### config.mk
export PLATFORM = sky130hd
export DESIGN_NAME = tasr_alarm
export DESIGN_NICKNAME = d
export VERILOG_FILES = /design/src/rtl/tasr_pkg.sv /design/src/rtl/tasr_alarm.sv
export SDC_FILE = /design/constraint.sdc
export NUM_CORES = 1
export LEC_CHECK = 0
export ABC_CLOCK_PERIOD_IN_PS = 1600
export BUFFER_PORTS_ARGS = -buffer_cell sky130_fd_sc_hd__buf_4
export CAP_MARGIN = 20
export CORE_ASPECT_RATIO = 0.5
export CORE_MARGIN = 1
export CORE_UTILIZATION = 47
export DETAILED_ROUTE_END_ITERATION = 12
export PLACE_DENSITY = 0.81
export RECOVER_POWER = 25
export SYNTH_ARGS = -nofsm -noshare
export SYNTH_HDL_FRONTEND = slang
export SYNTH_SLANG_ARGS = --single-unit
### constraint.sdc
create_clock -name clk_sys -period 1.6 [get_ports clk_sys]
set_input_delay 0 -clock clk_sys [delete_from_list [all_inputs] [get_ports clk_sys]]
set_output_delay 0 -clock clk_sys [all_outputs]
set_load 0.01 [all_outputs]
### src/rtl/tasr_pkg.sv
package tasr_pkg;

   // ----------------------------------------
   // values held by the block
   // ----------------------------------------
   localparam logic [15:0] TEMP_POR = 16'h0550;
   localparam int CMP_MSB = 11;
   localparam int CMP_LSB = 4;
   localparam logic [7:0] RESERVED_BYTE = 8'hFF;

   // ----------------------------------------
   // scratchpad byte positions
   // ----------------------------------------
   localparam logic [3:0] IDX_TEMP_LSB = 4'h0;
   localparam logic [3:0] IDX_TEMP_MSB = 4'h1;
   localparam logic [3:0] IDX_HIGH = 4'h2;
   localparam logic [3:0] IDX_LOW = 4'h3;

   // ----------------------------------------
   // command codes
   // ----------------------------------------
   localparam logic [7:0] CMD_SKIP_ROM = 8'hCC;
   localparam logic [7:0] CMD_READ_POWER = 8'hB4;
   localparam logic [7:0] CMD_CONVERT = 8'h44;
   localparam logic [7:0] CMD_COPY = 8'h48;
   localparam logic [7:0] CMD_ALARM_SEARCH = 8'hEC;

   typedef enum logic [1:0] {ST_IDLE, ST_SKIP, ST_PWRQ, ST_CONV} tasr_state_e;

   // signed byte compare of result bits 11..4 against both thresholds
   function automatic logic alarm_check(input logic [15:0] temp,
                                        input logic [7:0] high,
                                        input logic [7:0] low);
      logic signed [7:0] t;
      t = signed'(temp[CMP_MSB:CMP_LSB]);
      return (t <= signed'(low)) || (t > signed'(high));
   endfunction

endpackage

### src/rtl/tasr_alarm.sv
`timescale 1ns/1ps
// Function
// [RL1] power-on temperature reads plus eighty-five degrees
// [RL2] temperature is sixteen-bit sign-extended sixteenths
// [RL3] compare result with thresholds after conversion
// [RL4] threshold bit seven is the sign
// [RL5] compare uses only result bits eleven-four
// [RL6] alarm when low or above high
// [RL7] alarm re-evaluated at every conversion end
// [RL8] alarm search answered only with alarm set
// [RL9] master reconverts after changing any threshold
// [RL10] thresholds nonvolatile, scratchpad bytes two, three
// [RL11] master enables strong pullup within ten microseconds
// [RL12] master holds pullup through conversion or write
// [RL13] no bus activity while pullup enabled
// [RL14] external supply needs no pullup, bus free
// [RL15] power query slot pulled low when parasitic
// [RL16] low power answer means pullup every conversion
// [RL17] external supply: poll reads zero while busy
// [RL18] signed compare; flag unchanged by threshold writes
module tasr_alarm
   import tasr_pkg::*;
(
   input wire logic clk_sys,
   input wire logic srst,
   input wire logic cmd_valid,
   input wire logic [7:0] cmd_code,
   input wire logic read_slot,
   input wire logic ext_powered,
   input wire logic conv_done,
   input wire logic [15:0] conv_result,
   input wire logic spad_wr,
   input wire logic [3:0] spad_wr_addr,
   input wire logic [7:0] spad_wr_data,
   input wire logic [3:0] spad_rd_addr,
   input wire logic [7:0] nv_high,
   input wire logic [7:0] nv_low,
   output logic [15:0] temperature,
   output logic [7:0] alarm_high_threshold,
   output logic [7:0] alarm_low_threshold,
   output logic alarm_flag,
   output logic search_active,
   output logic conv_busy,
   output logic conv_start,
   output logic nv_write,
   output logic [7:0] rd_data,
   output logic dq_out,
   output logic dq_oe
);

   tasr_state_e state, next_state;
   logic [15:0] next_temperature;
   logic [7:0] next_high, next_low, next_rd_data;
   logic next_alarm_flag, next_search_active, next_conv_busy;
   logic next_conv_start, next_nv_write, next_dq_oe;
   logic conv_end;

   assign conv_end = conv_done && conv_busy;

   // ----------------------------------------
   // next-state logic
   // ----------------------------------------
   always_comb begin
      next_state = state;
      next_temperature = temperature;
      next_high = alarm_high_threshold;
      next_low = alarm_low_threshold;
      next_alarm_flag = alarm_flag;
      next_search_active = search_active;
      next_conv_busy = conv_busy;
      next_conv_start = 1'b0;
      next_nv_write = 1'b0;
      next_dq_oe = 1'b0;
      // a result only counts while a conversion was asked for
      if (conv_end) begin
         next_temperature = conv_result; // RL2
         next_alarm_flag = alarm_check(conv_result, alarm_high_threshold,
                                       alarm_low_threshold); // RL3 RL4 RL5 RL6 RL7 RL18
         next_conv_busy = 1'b0;
      end
      // threshold writes leave the flag alone until the next conversion
      if (spad_wr) begin
         case (spad_wr_addr)
            IDX_HIGH: begin
               next_high = spad_wr_data; // RL10 RL18
            end
            IDX_LOW: begin
               next_low = spad_wr_data; // RL10 RL18
            end
            default: begin
            end
         endcase
      end
      if (cmd_valid) begin
         next_state = ST_IDLE;
         next_search_active = 1'b0;
         case (cmd_code)
            CMD_SKIP_ROM: begin
               next_state = ST_SKIP;
            end
            CMD_READ_POWER: begin
               if (state == ST_SKIP) begin
                  next_state = ST_PWRQ;
               end
            end
            CMD_CONVERT: begin
               // a start in the same cycle as a late result wins
               next_state = ST_CONV;
               next_conv_busy = 1'b1;
               next_conv_start = 1'b1;
            end
            CMD_COPY: begin
               next_nv_write = 1'b1; // RL10
            end
            CMD_ALARM_SEARCH: begin
               next_search_active = alarm_flag; // RL8
            end
            default: begin
            end
         endcase
      end else if (read_slot) begin
         case (state)
            ST_PWRQ: begin
               next_dq_oe = !ext_powered; // RL15 RL14
               next_state = ST_IDLE;
            end
            ST_CONV: begin
               // parasitic parts stay silent: the bus is on the strong pullup
               next_dq_oe = ext_powered && conv_busy; // RL17 RL14
            end
            default: begin
            end
         endcase
      end
      case (spad_rd_addr)
         IDX_TEMP_LSB: begin
            next_rd_data = temperature[7:0];
         end
         IDX_TEMP_MSB: begin
            next_rd_data = temperature[15:8];
         end
         IDX_HIGH: begin
            next_rd_data = alarm_high_threshold;
         end
         IDX_LOW: begin
            next_rd_data = alarm_low_threshold;
         end
         default: begin
            next_rd_data = RESERVED_BYTE;
         end
      endcase
   end

   // ----------------------------------------
   // registers
   // ----------------------------------------
   always_ff @(posedge clk_sys) begin
      if (srst) begin
         state <= ST_IDLE;
         temperature <= TEMP_POR; // RL1
         // nonvolatile copy reloaded on power-on
         alarm_high_threshold <= nv_high; // RL10
         alarm_low_threshold <= nv_low; // RL10
         alarm_flag <= 1'b0;
         search_active <= 1'b0;
         conv_busy <= 1'b0;
         conv_start <= 1'b0;
         nv_write <= 1'b0;
         rd_data <= RESERVED_BYTE;
         dq_out <= 1'b0;
         dq_oe <= 1'b0;
      end else begin
         state <= next_state;
         temperature <= next_temperature;
         alarm_high_threshold <= next_high;
         alarm_low_threshold <= next_low;
         alarm_flag <= next_alarm_flag;
         search_active <= next_search_active;
         conv_busy <= next_conv_busy;
         conv_start <= next_conv_start;
         nv_write <= next_nv_write;
         rd_data <= next_rd_data;
         dq_out <= 1'b0;
         dq_oe <= next_dq_oe;
      end
   end
endmodule // tasr_alarm

==> impl_metrics.toml, run 1 <==
[synthesis]
synthDistinctLibCells = 40
yosys_warnings = 0
ys_seq_area_frac = 0.462
yosysTopAreaCellShare = 0.264
ys_ff_latch = 48
synthFlopType = "dfxtp_1"
synth_area_leaders = "dfxtp_1, edfxtp_1, nand2_1, ha_1, mux4_2"
syn_inst = 254
synth_edf_count = 16
yosysTopAreaCell = "dfxtp_1"
async_reset_ff_frac = 0
synth.net_count = 333
avgSynthCellArea_sq_um = 9.55
syn-cell-area_sq_mm = 0.00243

[timing]
worst_pin_slew_ns = 0.975
grt_setup_unrepaired = "true"
fin_skew_ns = 0.00772
layout_setup_ws_ns = -0.257
fmax_ghz = 0.538
hold_viol = 1
setup-violations-final = 1
final_max_slew_viol_count = 0
slew_headroom = 0.348
hold_ws_ns = -0.00451
period_needed_ns = 1.86
finalCritPeriodShare = 1.16

[floorplan]
dieWidth_um = 104
design.core.area_sq_mm = 0.00495
fp.dieH_um = 52.8
die_area_sq_mm = 0.00547
rows = 18
start_util = 0.490
ios = 110

[global_routing]
grt_max_degree = 48
first_global_vias = 2591
grt_pass1_wl_um = 12900
track_usage = 0.319
globalRoute.totalOverflow = 0
antenna_found_initial = 0

[worst_hold_path]
whs_path_depth = 3
min_to = "alarm_low_threshold[1]$_DFFE_PP_"
hold_path_class = "in2reg"
holdCritStartpoint = "spad_wr_data[1]"

[place]
place.gp.congestion = 0.818
port_buffers = 108
hpwlAfterDp_um = 5070
dpl.cell_count = 431
preCtsSetupSlack_ns = -0.0182

[power_and_ir_drop]
leakage_nw = 1.85
powerDensity_mw_per_mm2 = 725
p_total_mw = 2.93
ir_worst_vdd_mv = 0.558

[layout]
fin_cells = 489
final_cell_mix = "buf_4, nand2_1, dlygate4sd3_1"
antenna_cells = 0
drive_above_1_share = 0.384
nets = 497
area_growth_pct = 66.3
layout_commonest_cell = "buf_4"

[critical_path]
cp-start-kind = "flop"
r2r.worst_path.cells = 7
r2r-start = "alarm_low_threshold[3]$_DFFE_PP_"
rr_endpoint = "alarm_flag$_SDFFE_PP0P_"
critPathArrivalTime_ns = 2.09
rrSetupSlack_ns = -0.26
setup.worst_path.class = "reg2reg"
cp_max_fo = 3
critPathCaptureType = "flop"
crit_required_ns = 1.83

[clocking]
cts-root-buf = "clkbuf_8"
cts_buffers = 5
cts.sinks = 48
clockBufferDepth = 2
clkTransAtPathRegs_ns = 0.10
clk_latency_ns = 0.31
h-tree-depth = 2
cts_tree = "yes"

[detailed_routing]
vias = 2791
first_pass_iters = 5
drc = 0
wl_um = 9820
viasPerCell = 5.71
drt-initial-drc-count = 182
drt.antenna.violating_nets = 0
wl_per_cell_um = 20.1

[run_status]
status = "complete, but fails checks"
violations = "hold timing, setup timing"

[flow_run]
maxCapViolCount = 0
through the flow:
| stage | area [sq um] | hold slack, ns | util | TNS, ns |
|---|---|---|---|---|
| final | 4040 | -0.00451 | 0.814 | -0.257 |
| after global routing | 4040 | 0.00574 | 0.814 | -0.329 |
| after CTS | 3930 | 0.00169 | 0.793 | 0 |
| after detailed placement | 3350 | 0.204 | 0.675 | -0.0182 |
| after global placement | 3350 | 0.195 | 0.675 | 0 |
| after floorplan | 2430 | 0.0768 | - | 0 |
state kept, by name, summed over array words and instances (netlist names):
name,flops
alarm_flag,1
alarm_high_threshold,8
temperature,16
rd_data,8
conv_start,1
dq_oe,1
nv_write,1
search_active,1
conv_busy,1
state,2
alarm_low_threshold,8
layer usage:
layer	wire, um	share of wire	global-route usage	vias up
li1	-	-	-	1198
met1	3520	0.36	0.375	1312
met2	4720	0.48	0.579	221
met3	963	0.098	0.0646	60
met4	616	0.063	0.152	0
met5	0	0	0	-
final cells by class:
cell class | instances | area (sq um)
repair buffers | 168 | 1370
multi-input cells | 177 | 1290
flip-flops and latches | 48 | 1120
fillers | 280 | 920
well taps | 70 | 87.6
clock buffers | 5 | 68.8
inverters | 18 | 67.6
clock inverters | 3 | 22.5
synth_stat cells (2+ instances only):
master / n
a211o_1: 2
a21o_1: 2
a21oi_1: 18
buf_2: 7
clkbuf_1: 3
dfxtp_1: 32
edfxtp_1: 16
ha_1: 16
inv_1: 18
mux4_2: 8
nand2_1: 69
nand2b_1: 17
nand3_1: 4
nand3b_1: 3
nand4_1: 3
nor2_1: 8
nor2_2: 2
nor3_1: 3
o41ai_1: 2
worst max-delay path, cell delays in order, from the launching register on:
cell and delay [ns]:
edfxtp_1 0.42, inv_2 0.08, ha_4 0.29, nand4_1 0.18, nor2_2 0.20, a31oi_2 0.07, o221a_1 0.28, a211oi_2 0.25
where the power goes:
part | total [mW] | leakage (nW) | internal (mW) | switching [mW]
clock network | 0.769 | 0.0447 | 0.312 | 0.457
logic | 0.797 | 1.39 | 0.430 | 0.367
registers | 1.36 | 0.416 | 1.32 | 0.0428
total | 2.93 | 1.85 | 2.06 | 0.866
repair_timing:
action,4_1_cts,5_1_grt
buffers inserted,2,3
hold buffers,45,0
pin swaps,3,5
cloned,0,0
resized for setup,5,12
setup endpoints to repair,1,1
endpoints found under the hold margin,34,0
worst max-delay path by stage:
stage,start,to,slack [ns],cells after the start
finish,alarm_low_threshold[3]$_DFFE_PP_,alarm_flag$_SDFFE_PP0P_,-0.26,7
global route,alarm_low_threshold[1]$_DFFE_PP_,alarm_flag$_SDFFE_PP0P_,-0.33,7
CTS,alarm_low_threshold[7]$_DFFE_PP_,alarm_flag$_SDFFE_PP0P_,0.003,7
detailed placement,alarm_high_threshold[3]$_DFFE_PP_,alarm_flag$_SDFFE_PP0P_,-0.02,7
global placement,alarm_low_threshold[7]$_DFFE_PP_,alarm_flag$_SDFFE_PP0P_,0.1,7
floorplan,alarm_high_threshold[7]$_DFFE_PP_,alarm_flag$_SDFFE_PP0P_,0.08,6
cell families after synthesis:
| family | synth area share |
|---|---|
| AO/OA/AOI/OAI | 0.0959 |
| adder cells (fa/ha/maj) | 0.0825 |
| buffers and inverters | 0.0500 |
| flip-flops | 0.462 |
| multiplexers | 0.0743 |
| other | 0.00155 |
| AND/OR/NAND/NOR | 0.234 |
Power figures use the tool's default switching activity.
==> run 2: changes to the inputs <==
--- a/config.mk
+++ b/config.mk
@@ -5,15 +5,16 @@
 export SDC_FILE = /design/constraint.sdc
 export NUM_CORES = 1
 export LEC_CHECK = 0
-export ABC_CLOCK_PERIOD_IN_PS = 1600
+export ABC_CLOCK_PERIOD_IN_PS = 1500
 export BUFFER_PORTS_ARGS = -buffer_cell sky130_fd_sc_hd__buf_4
 export CAP_MARGIN = 20
 export CORE_ASPECT_RATIO = 0.5
 export CORE_MARGIN = 1
-export CORE_UTILIZATION = 47
+export CORE_UTILIZATION = 42
 export DETAILED_ROUTE_END_ITERATION = 12
-export PLACE_DENSITY = 0.81
+export PLACE_DENSITY_LB_ADDON = 0.25
 export RECOVER_POWER = 25
 export SYNTH_ARGS = -nofsm -noshare
 export SYNTH_HDL_FRONTEND = slang
 export SYNTH_SLANG_ARGS = --single-unit
+export TNS_END_PERCENT = 1
==> constraint.sdc (replaced) <==
create_clock -name clk_sys -period 1.5 [get_ports clk_sys]
set_input_delay 0 -clock clk_sys [delete_from_list [all_inputs] [get_ports clk_sys]]
set_output_delay 0 -clock clk_sys [all_outputs]
set_load 0.01 [all_outputs]
==> run 2 against run 1 <==
Compared with the run above: the run ends with setup timing left; first-iteration DRC count fell by 23%; non-clock buffer count shrank 4; critical path depth did not move; register-to-register slack better by 0.17 ns; setup slack improved by 0.17 ns; global-route usage decreased by 7.2 points; sequential share of layout area grew 0.29 points; via count fell by 11%; clock power up 42%; clock-buffer cell count grew 2; fmax rose by 17%; die area grew 12%; critical path type unchanged; critical endpoint unchanged; largest power group unchanged; highest routed layer unchanged.
==> impl_metrics.toml, run 2 (synthesis gave the netlist of run 1 again) <==
[layout]
regMostFlops = "temperature"
nets = 493
drive_above_1_share = 0.398
fill_cells = 404
final_cell_mix = "buf_4, nand2_1, dlygate4sd3_1"
antenna_cells = 0
largest_reg_flops = 16
seqCellArea_sq_mm = 0.00112
fin_cells = 488
multi_input_area_sq_mm = 0.00126
area_growth_pct = 64.6
layout_commonest_cell = "buf_4"

[critical_path]
critPathCaptureType = "flop"
rr_endpoint = "alarm_flag$_SDFFE_PP0P_"
r2r-start = "alarm_high_threshold[6]$_DFFE_PP_"
cp_max_fo = 2
crit_required_ns = 1.71
cp-start-kind = "flop"
r2r.worst_path.cells = 7
rrSetupSlack_ns = -0.09
critPathArrivalTime_ns = 1.80
setup.worst_path.class = "reg2reg"

[floorplan]
rows = 19
design.core.area_sq_mm = 0.00552
ios = 110
start_util = 0.440
dieWidth_um = 109
fp.dieH_um = 55.7
die_area_sq_mm = 0.00610

[power_and_ir_drop]
leakage_nw = 1.85
ir_worst_vdd_mv = 0.502
powerDensity_mw_per_mm2 = 820

[timing]
slew_headroom = 0.491
period_needed_ns = 1.59
fmax_ghz = 0.629
finalCritPeriodShare = 1.06
grt_setup_unrepaired = "true"
layout_setup_ws_ns = -0.0890
worst_pin_slew_ns = 0.762
final_max_slew_viol_count = 0
setup-violations-final = 1
hold_viol = 0
fin_skew_ns = 0.00444

[place]
hpwlAfterDp_um = 5260
preCtsSetupSlack_ns = -0.0736
dpl.cell_count = 443
port_buffers = 108
place.gp.congestion = 0.873

[clocking]
cts-root-buf = "clkbuf_16"
h-tree-depth = 2
clk_latency_ns = 0.29
clockBufferDepth = 2
cts_buffers = 5
cts.sinks = 48
cts_tree = "yes"
clkTransAtPathRegs_ns = 0.06

[worst_hold_path]
holdCritStartpoint = "spad_wr_data[6]"
hold_path_class = "in2reg"
whs_path_depth = 3
min_to = "alarm_high_threshold[6]$_DFFE_PP_"

[detailed_routing]
first_pass_iters = 5
wl_per_cell_um = 15.2
drt.antenna.violating_nets = 0
wl_um = 7440
viasPerCell = 5.10
drt-initial-drc-count = 140
drc = 0
vias = 2488

[flow_run]
maxCapViolCount = 0

[global_routing]
globalRoute.totalOverflow = 0
grt_max_degree = 25
grt_pass1_wl_um = 11300
first_global_vias = 2378
track_usage = 0.248
antenna_found_initial = 0

[run_status]
status = "complete, but fails checks"
violations = "setup timing"
[run 2: where the power goes]
group / switching [mW] / internal (mW)
combinational: 0.309 / 0.428
sequential: 0.0373 / 1.41
clock: 0.476 / 0.617
total: 0.822 / 2.45
[run 2: layout make-up]
cell class,instances,share of cell area
clock buffer,7,0.0332
inverter,18,0.0169
sequential,48,0.281
tap,73,0.0229
clock inverter,1,0.00125
timing repair buffer,164,0.329
multi-input combinational,177,0.316
[run 2: metal layers]
layer	GRT usage	wire length, um	up-vias
met4	0.0838	100	0
li1	-	-	1192
met1	0.329	3310	1173
met3	0.0632	628	15
met5	0	0	-
met2	0.394	3400	108
[run 2: how the worst max path moves through the flow]
stage	startpoint	end	slack, ns	depth (start not counted)
2_1_floorplan	alarm_high_threshold[7]$_DFFE_PP_	alarm_flag$_SDFFE_PP0P_	-0.02	6
3_3_place_gp	alarm_high_threshold[3]$_DFFE_PP_	alarm_flag$_SDFFE_PP0P_	0.01	7
3_5_place_dp	alarm_high_threshold[3]$_DFFE_PP_	alarm_flag$_SDFFE_PP0P_	-0.07	7
4_1_cts	alarm_high_threshold[3]$_DFFE_PP_	alarm_flag$_SDFFE_PP0P_	-0.06	7
5_1_grt	alarm_high_threshold[6]$_DFFE_PP_	alarm_flag$_SDFFE_PP0P_	-0.13	7
6_report	alarm_high_threshold[6]$_DFFE_PP_	alarm_flag$_SDFFE_PP0P_	-0.09	7
[run 2: critical path: stages, from the launching register on]
cell	delay, ns
edfxtp_1	0.43
inv_1	0.10
ha_1	0.23
nand4_1	0.12
nor2_1	0.07
a32oi_1	0.24
o31ai_2	0.10
a211oi_1	0.22
[run 2: repair_timing]
item	4_1_cts	5_1_grt
pin swaps	0	5
gates resized for setup	4	10
endpoints found under the setup margin	1	2
hold endpoints to repair	31	0
setup buffers	0	4
hold buffers	33	0
[run 2: stage by stage]
step / utilization / total power [mW] / area, sq um / TNS (ns) / hold slack [ns]
2_1_floorplan: - / 1.73 / 2430 / -0.0218 / 0.0768
3_3_place_gp: 0.620 / 2.05 / 3420 / 0 / 0.194
3_5_place_dp: 0.620 / 2.07 / 3420 / -0.0736 / 0.192
4_1_cts: 0.710 / 3.23 / 3910 / -0.0601 / 0.00194
5_1_grt: 0.724 / 3.39 / 3990 / -0.128 / 0.0136
6_report: 0.724 / 3.27 / 3990 / -0.0890 / 0.00238
==> run 3: changes to the inputs <==
--- a/config.mk
+++ b/config.mk
@@ -12,6 +12,7 @@
 export CORE_MARGIN = 1
 export CORE_UTILIZATION = 42
 export DETAILED_ROUTE_END_ITERATION = 12
+export MAX_ROUTING_LAYER = met4
 export PLACE_DENSITY_LB_ADDON = 0.25
 export RECOVER_POWER = 25
 export SYNTH_ARGS = -nofsm -noshare
==> run 3 against run 2 <==
Compared with the run above: critical path type unchanged; first-iteration DRC count increased by 12%; critical endpoint unchanged; sequential power barely moved; the flow still finishes with violations (setup timing); power is 0.24% lower; die area unchanged; critical path depth shrank 1; register-to-register slack got worse by 0.08 ns; largest cell class unchanged; sequential share of layout area is 0.19 points higher; final cell count fell by 0.20%; combinational power grew 0.8%.
==> impl_metrics.toml, run 3 (synthesis gave the netlist of run 1 again) <==
[power_and_ir_drop]
leakage_nw = 1.84
p_total_mw = 3.27
powerDensity_mw_per_mm2 = 823
ir_worst_vdd_mv = 0.482

[global_routing]
globalRoute.totalOverflow = 0
grtUsageMet1 = 0.326
met3_usage = 0.0457
antenna_found_initial = 0
grt_busiest_layer = "met2"
first_global_vias = 2188
grt_util_met2 = 0.393
grt_max_degree = 25
track_usage = 0.247
grt_pass1_wl_um = 10800

[timing]
hold_viol = 0
setup-violations-final = 1
final_max_slew_viol_count = 0
hold_ws_ns = 0.00513
grt_setup_unrepaired = "true"
fin_skew_ns = 0.00498
fmax_ghz = 0.600
worst_pin_slew_ns = 0.738
slew_headroom = 0.507
layout_setup_ws_ns = -0.166
fin_tns_setup_ns = -0.166
finalCritPeriodShare = 1.11
period_needed_ns = 1.67

[layout]
final_util = 0.719
final_cell_mix = "buf_4, nand2_1, dfxtp_1, dlygate4sd3_1, nand2b_1"
fin_cells = 487
seqCellArea_sq_mm = 0.00112
layout_commonest_cell = "buf_4"
drive_above_1_share = 0.386
largest_reg_flops = 16
antenna_cells = 0
regMostFlops = "temperature"
area_growth_pct = 63.5
multi_input_area_sq_mm = 0.00124
nets = 492
fill_cells = 390
fin_area_sq_mm = 0.00397

[critical_path]
cp_max_fo = 2
slowest_stage = "edfxtp_1"
crit_required_ns = 1.71
path_cells = "inv_1, ha_1, nand4_1, nor3_1, o31ai_1, a211oi_1"
critPathCaptureType = "flop"
critPathArrivalTime_ns = 1.87
slowest_delay_ns = 0.39
setup.worst_path.class = "reg2reg"
cp-start-kind = "flop"

[floorplan]
fp.dieH_um = 55.7
ios = 110
start_util = 0.440
die_area_sq_mm = 0.00610
design.core.area_sq_mm = 0.00552
dieWidth_um = 109
rows = 19

[clocking]
clockBufferDepth = 2
clkTransAtPathRegs_ns = 0.06
cts_buffers = 5
cts-root-buf = "clkbuf_16"
cts.sinks = 48
cts_tree = "yes"
clk_latency_ns = 0.29
h-tree-depth = 2

[flow_run]
maxCapViolCount = 0

[run_status]
status = "complete, but fails checks"
violations = "setup timing"

[place]
place.gp.congestion = 0.887
preCtsSetupSlack_ns = -0.0922
dpl.cell_count = 443
dpl_cell_area_sq_mm = 0.00342
port_buffers = 108
hpwlAfterDp_um = 5310

[detailed_routing]
viasPerCell = 5.11
drt.antenna.violating_nets = 0
wl_um = 7620
first_pass_iters = 4
vias = 2489
drc = 0
wl_per_cell_um = 15.7
drt-initial-drc-count = 157

[worst_hold_path]
hold_path_class = "in2reg"
-- run 3: path summary, 6_finish.rpt --
kind | startpoint | endpoint | slack, ns | cells after the start
worst max-delay path | alarm_high_threshold[6]$_DFFE_PP_ | alarm_flag$_SDFFE_PP0P_ | -0.17 | 6
worst max register to register | alarm_high_threshold[6]$_DFFE_PP_ | alarm_flag$_SDFFE_PP0P_ | -0.17 | 6
worst min register to register | temperature[11]$_SDFFE_PP0P_ | temperature[11]$_SDFFE_PP0P_ | 0.48 | 2
worst min-delay path | spad_wr_data[1] | alarm_high_threshold[1]$_DFFE_PP_ | 0.005 | 3
-- run 3: critical path, delay by kind of cell (launching register included) --
kind / cells / cell delay, ns
buffers and inverters: 1 / 0.06
AOI/OAI and AO/OA: 2 / 0.34
adders and majority gates: 1 / 0.32
and+or+nand+nor: 2 / 0.49
DFF: 1 / 0.39
-- run 3: area by class of cell --
type,instances,area share
repair buffers,163,0.329
inverters,18,0.0170
multi-input cells,177,0.314
well taps,73,0.0230
clock inverters,1,0.00126
clock buffers,7,0.0334
flip-flops and latches,48,0.283
-- run 3: timing repair --
action,4_1_cts,5_1_grt
pin swaps,0,4
hold buffers,32,0
endpoints found under the hold margin,31,0
buffers inserted,1,3
setup endpoints to repair,1,1
gates resized for setup,3,6
-- run 3: metal layers --
| layer | share of wire | wire [um] | vias up |
|---|---|---|---|
| li1 | - | - | 1197 |
| met2 | 0.47 | 3610 | 123 |
| met4 | 0.013 | 99 | 0 |
| met1 | 0.43 | 3240 | 1152 |
| met3 | 0.088 | 672 | 17 |
| met5 | 0 | 0 | - |
-- run 3: report_power, final --
group / internal (mW) / switching [mW]
registers: 1.41 / 0.0365
logic: 0.426 / 0.317
clock network: 0.617 / 0.463
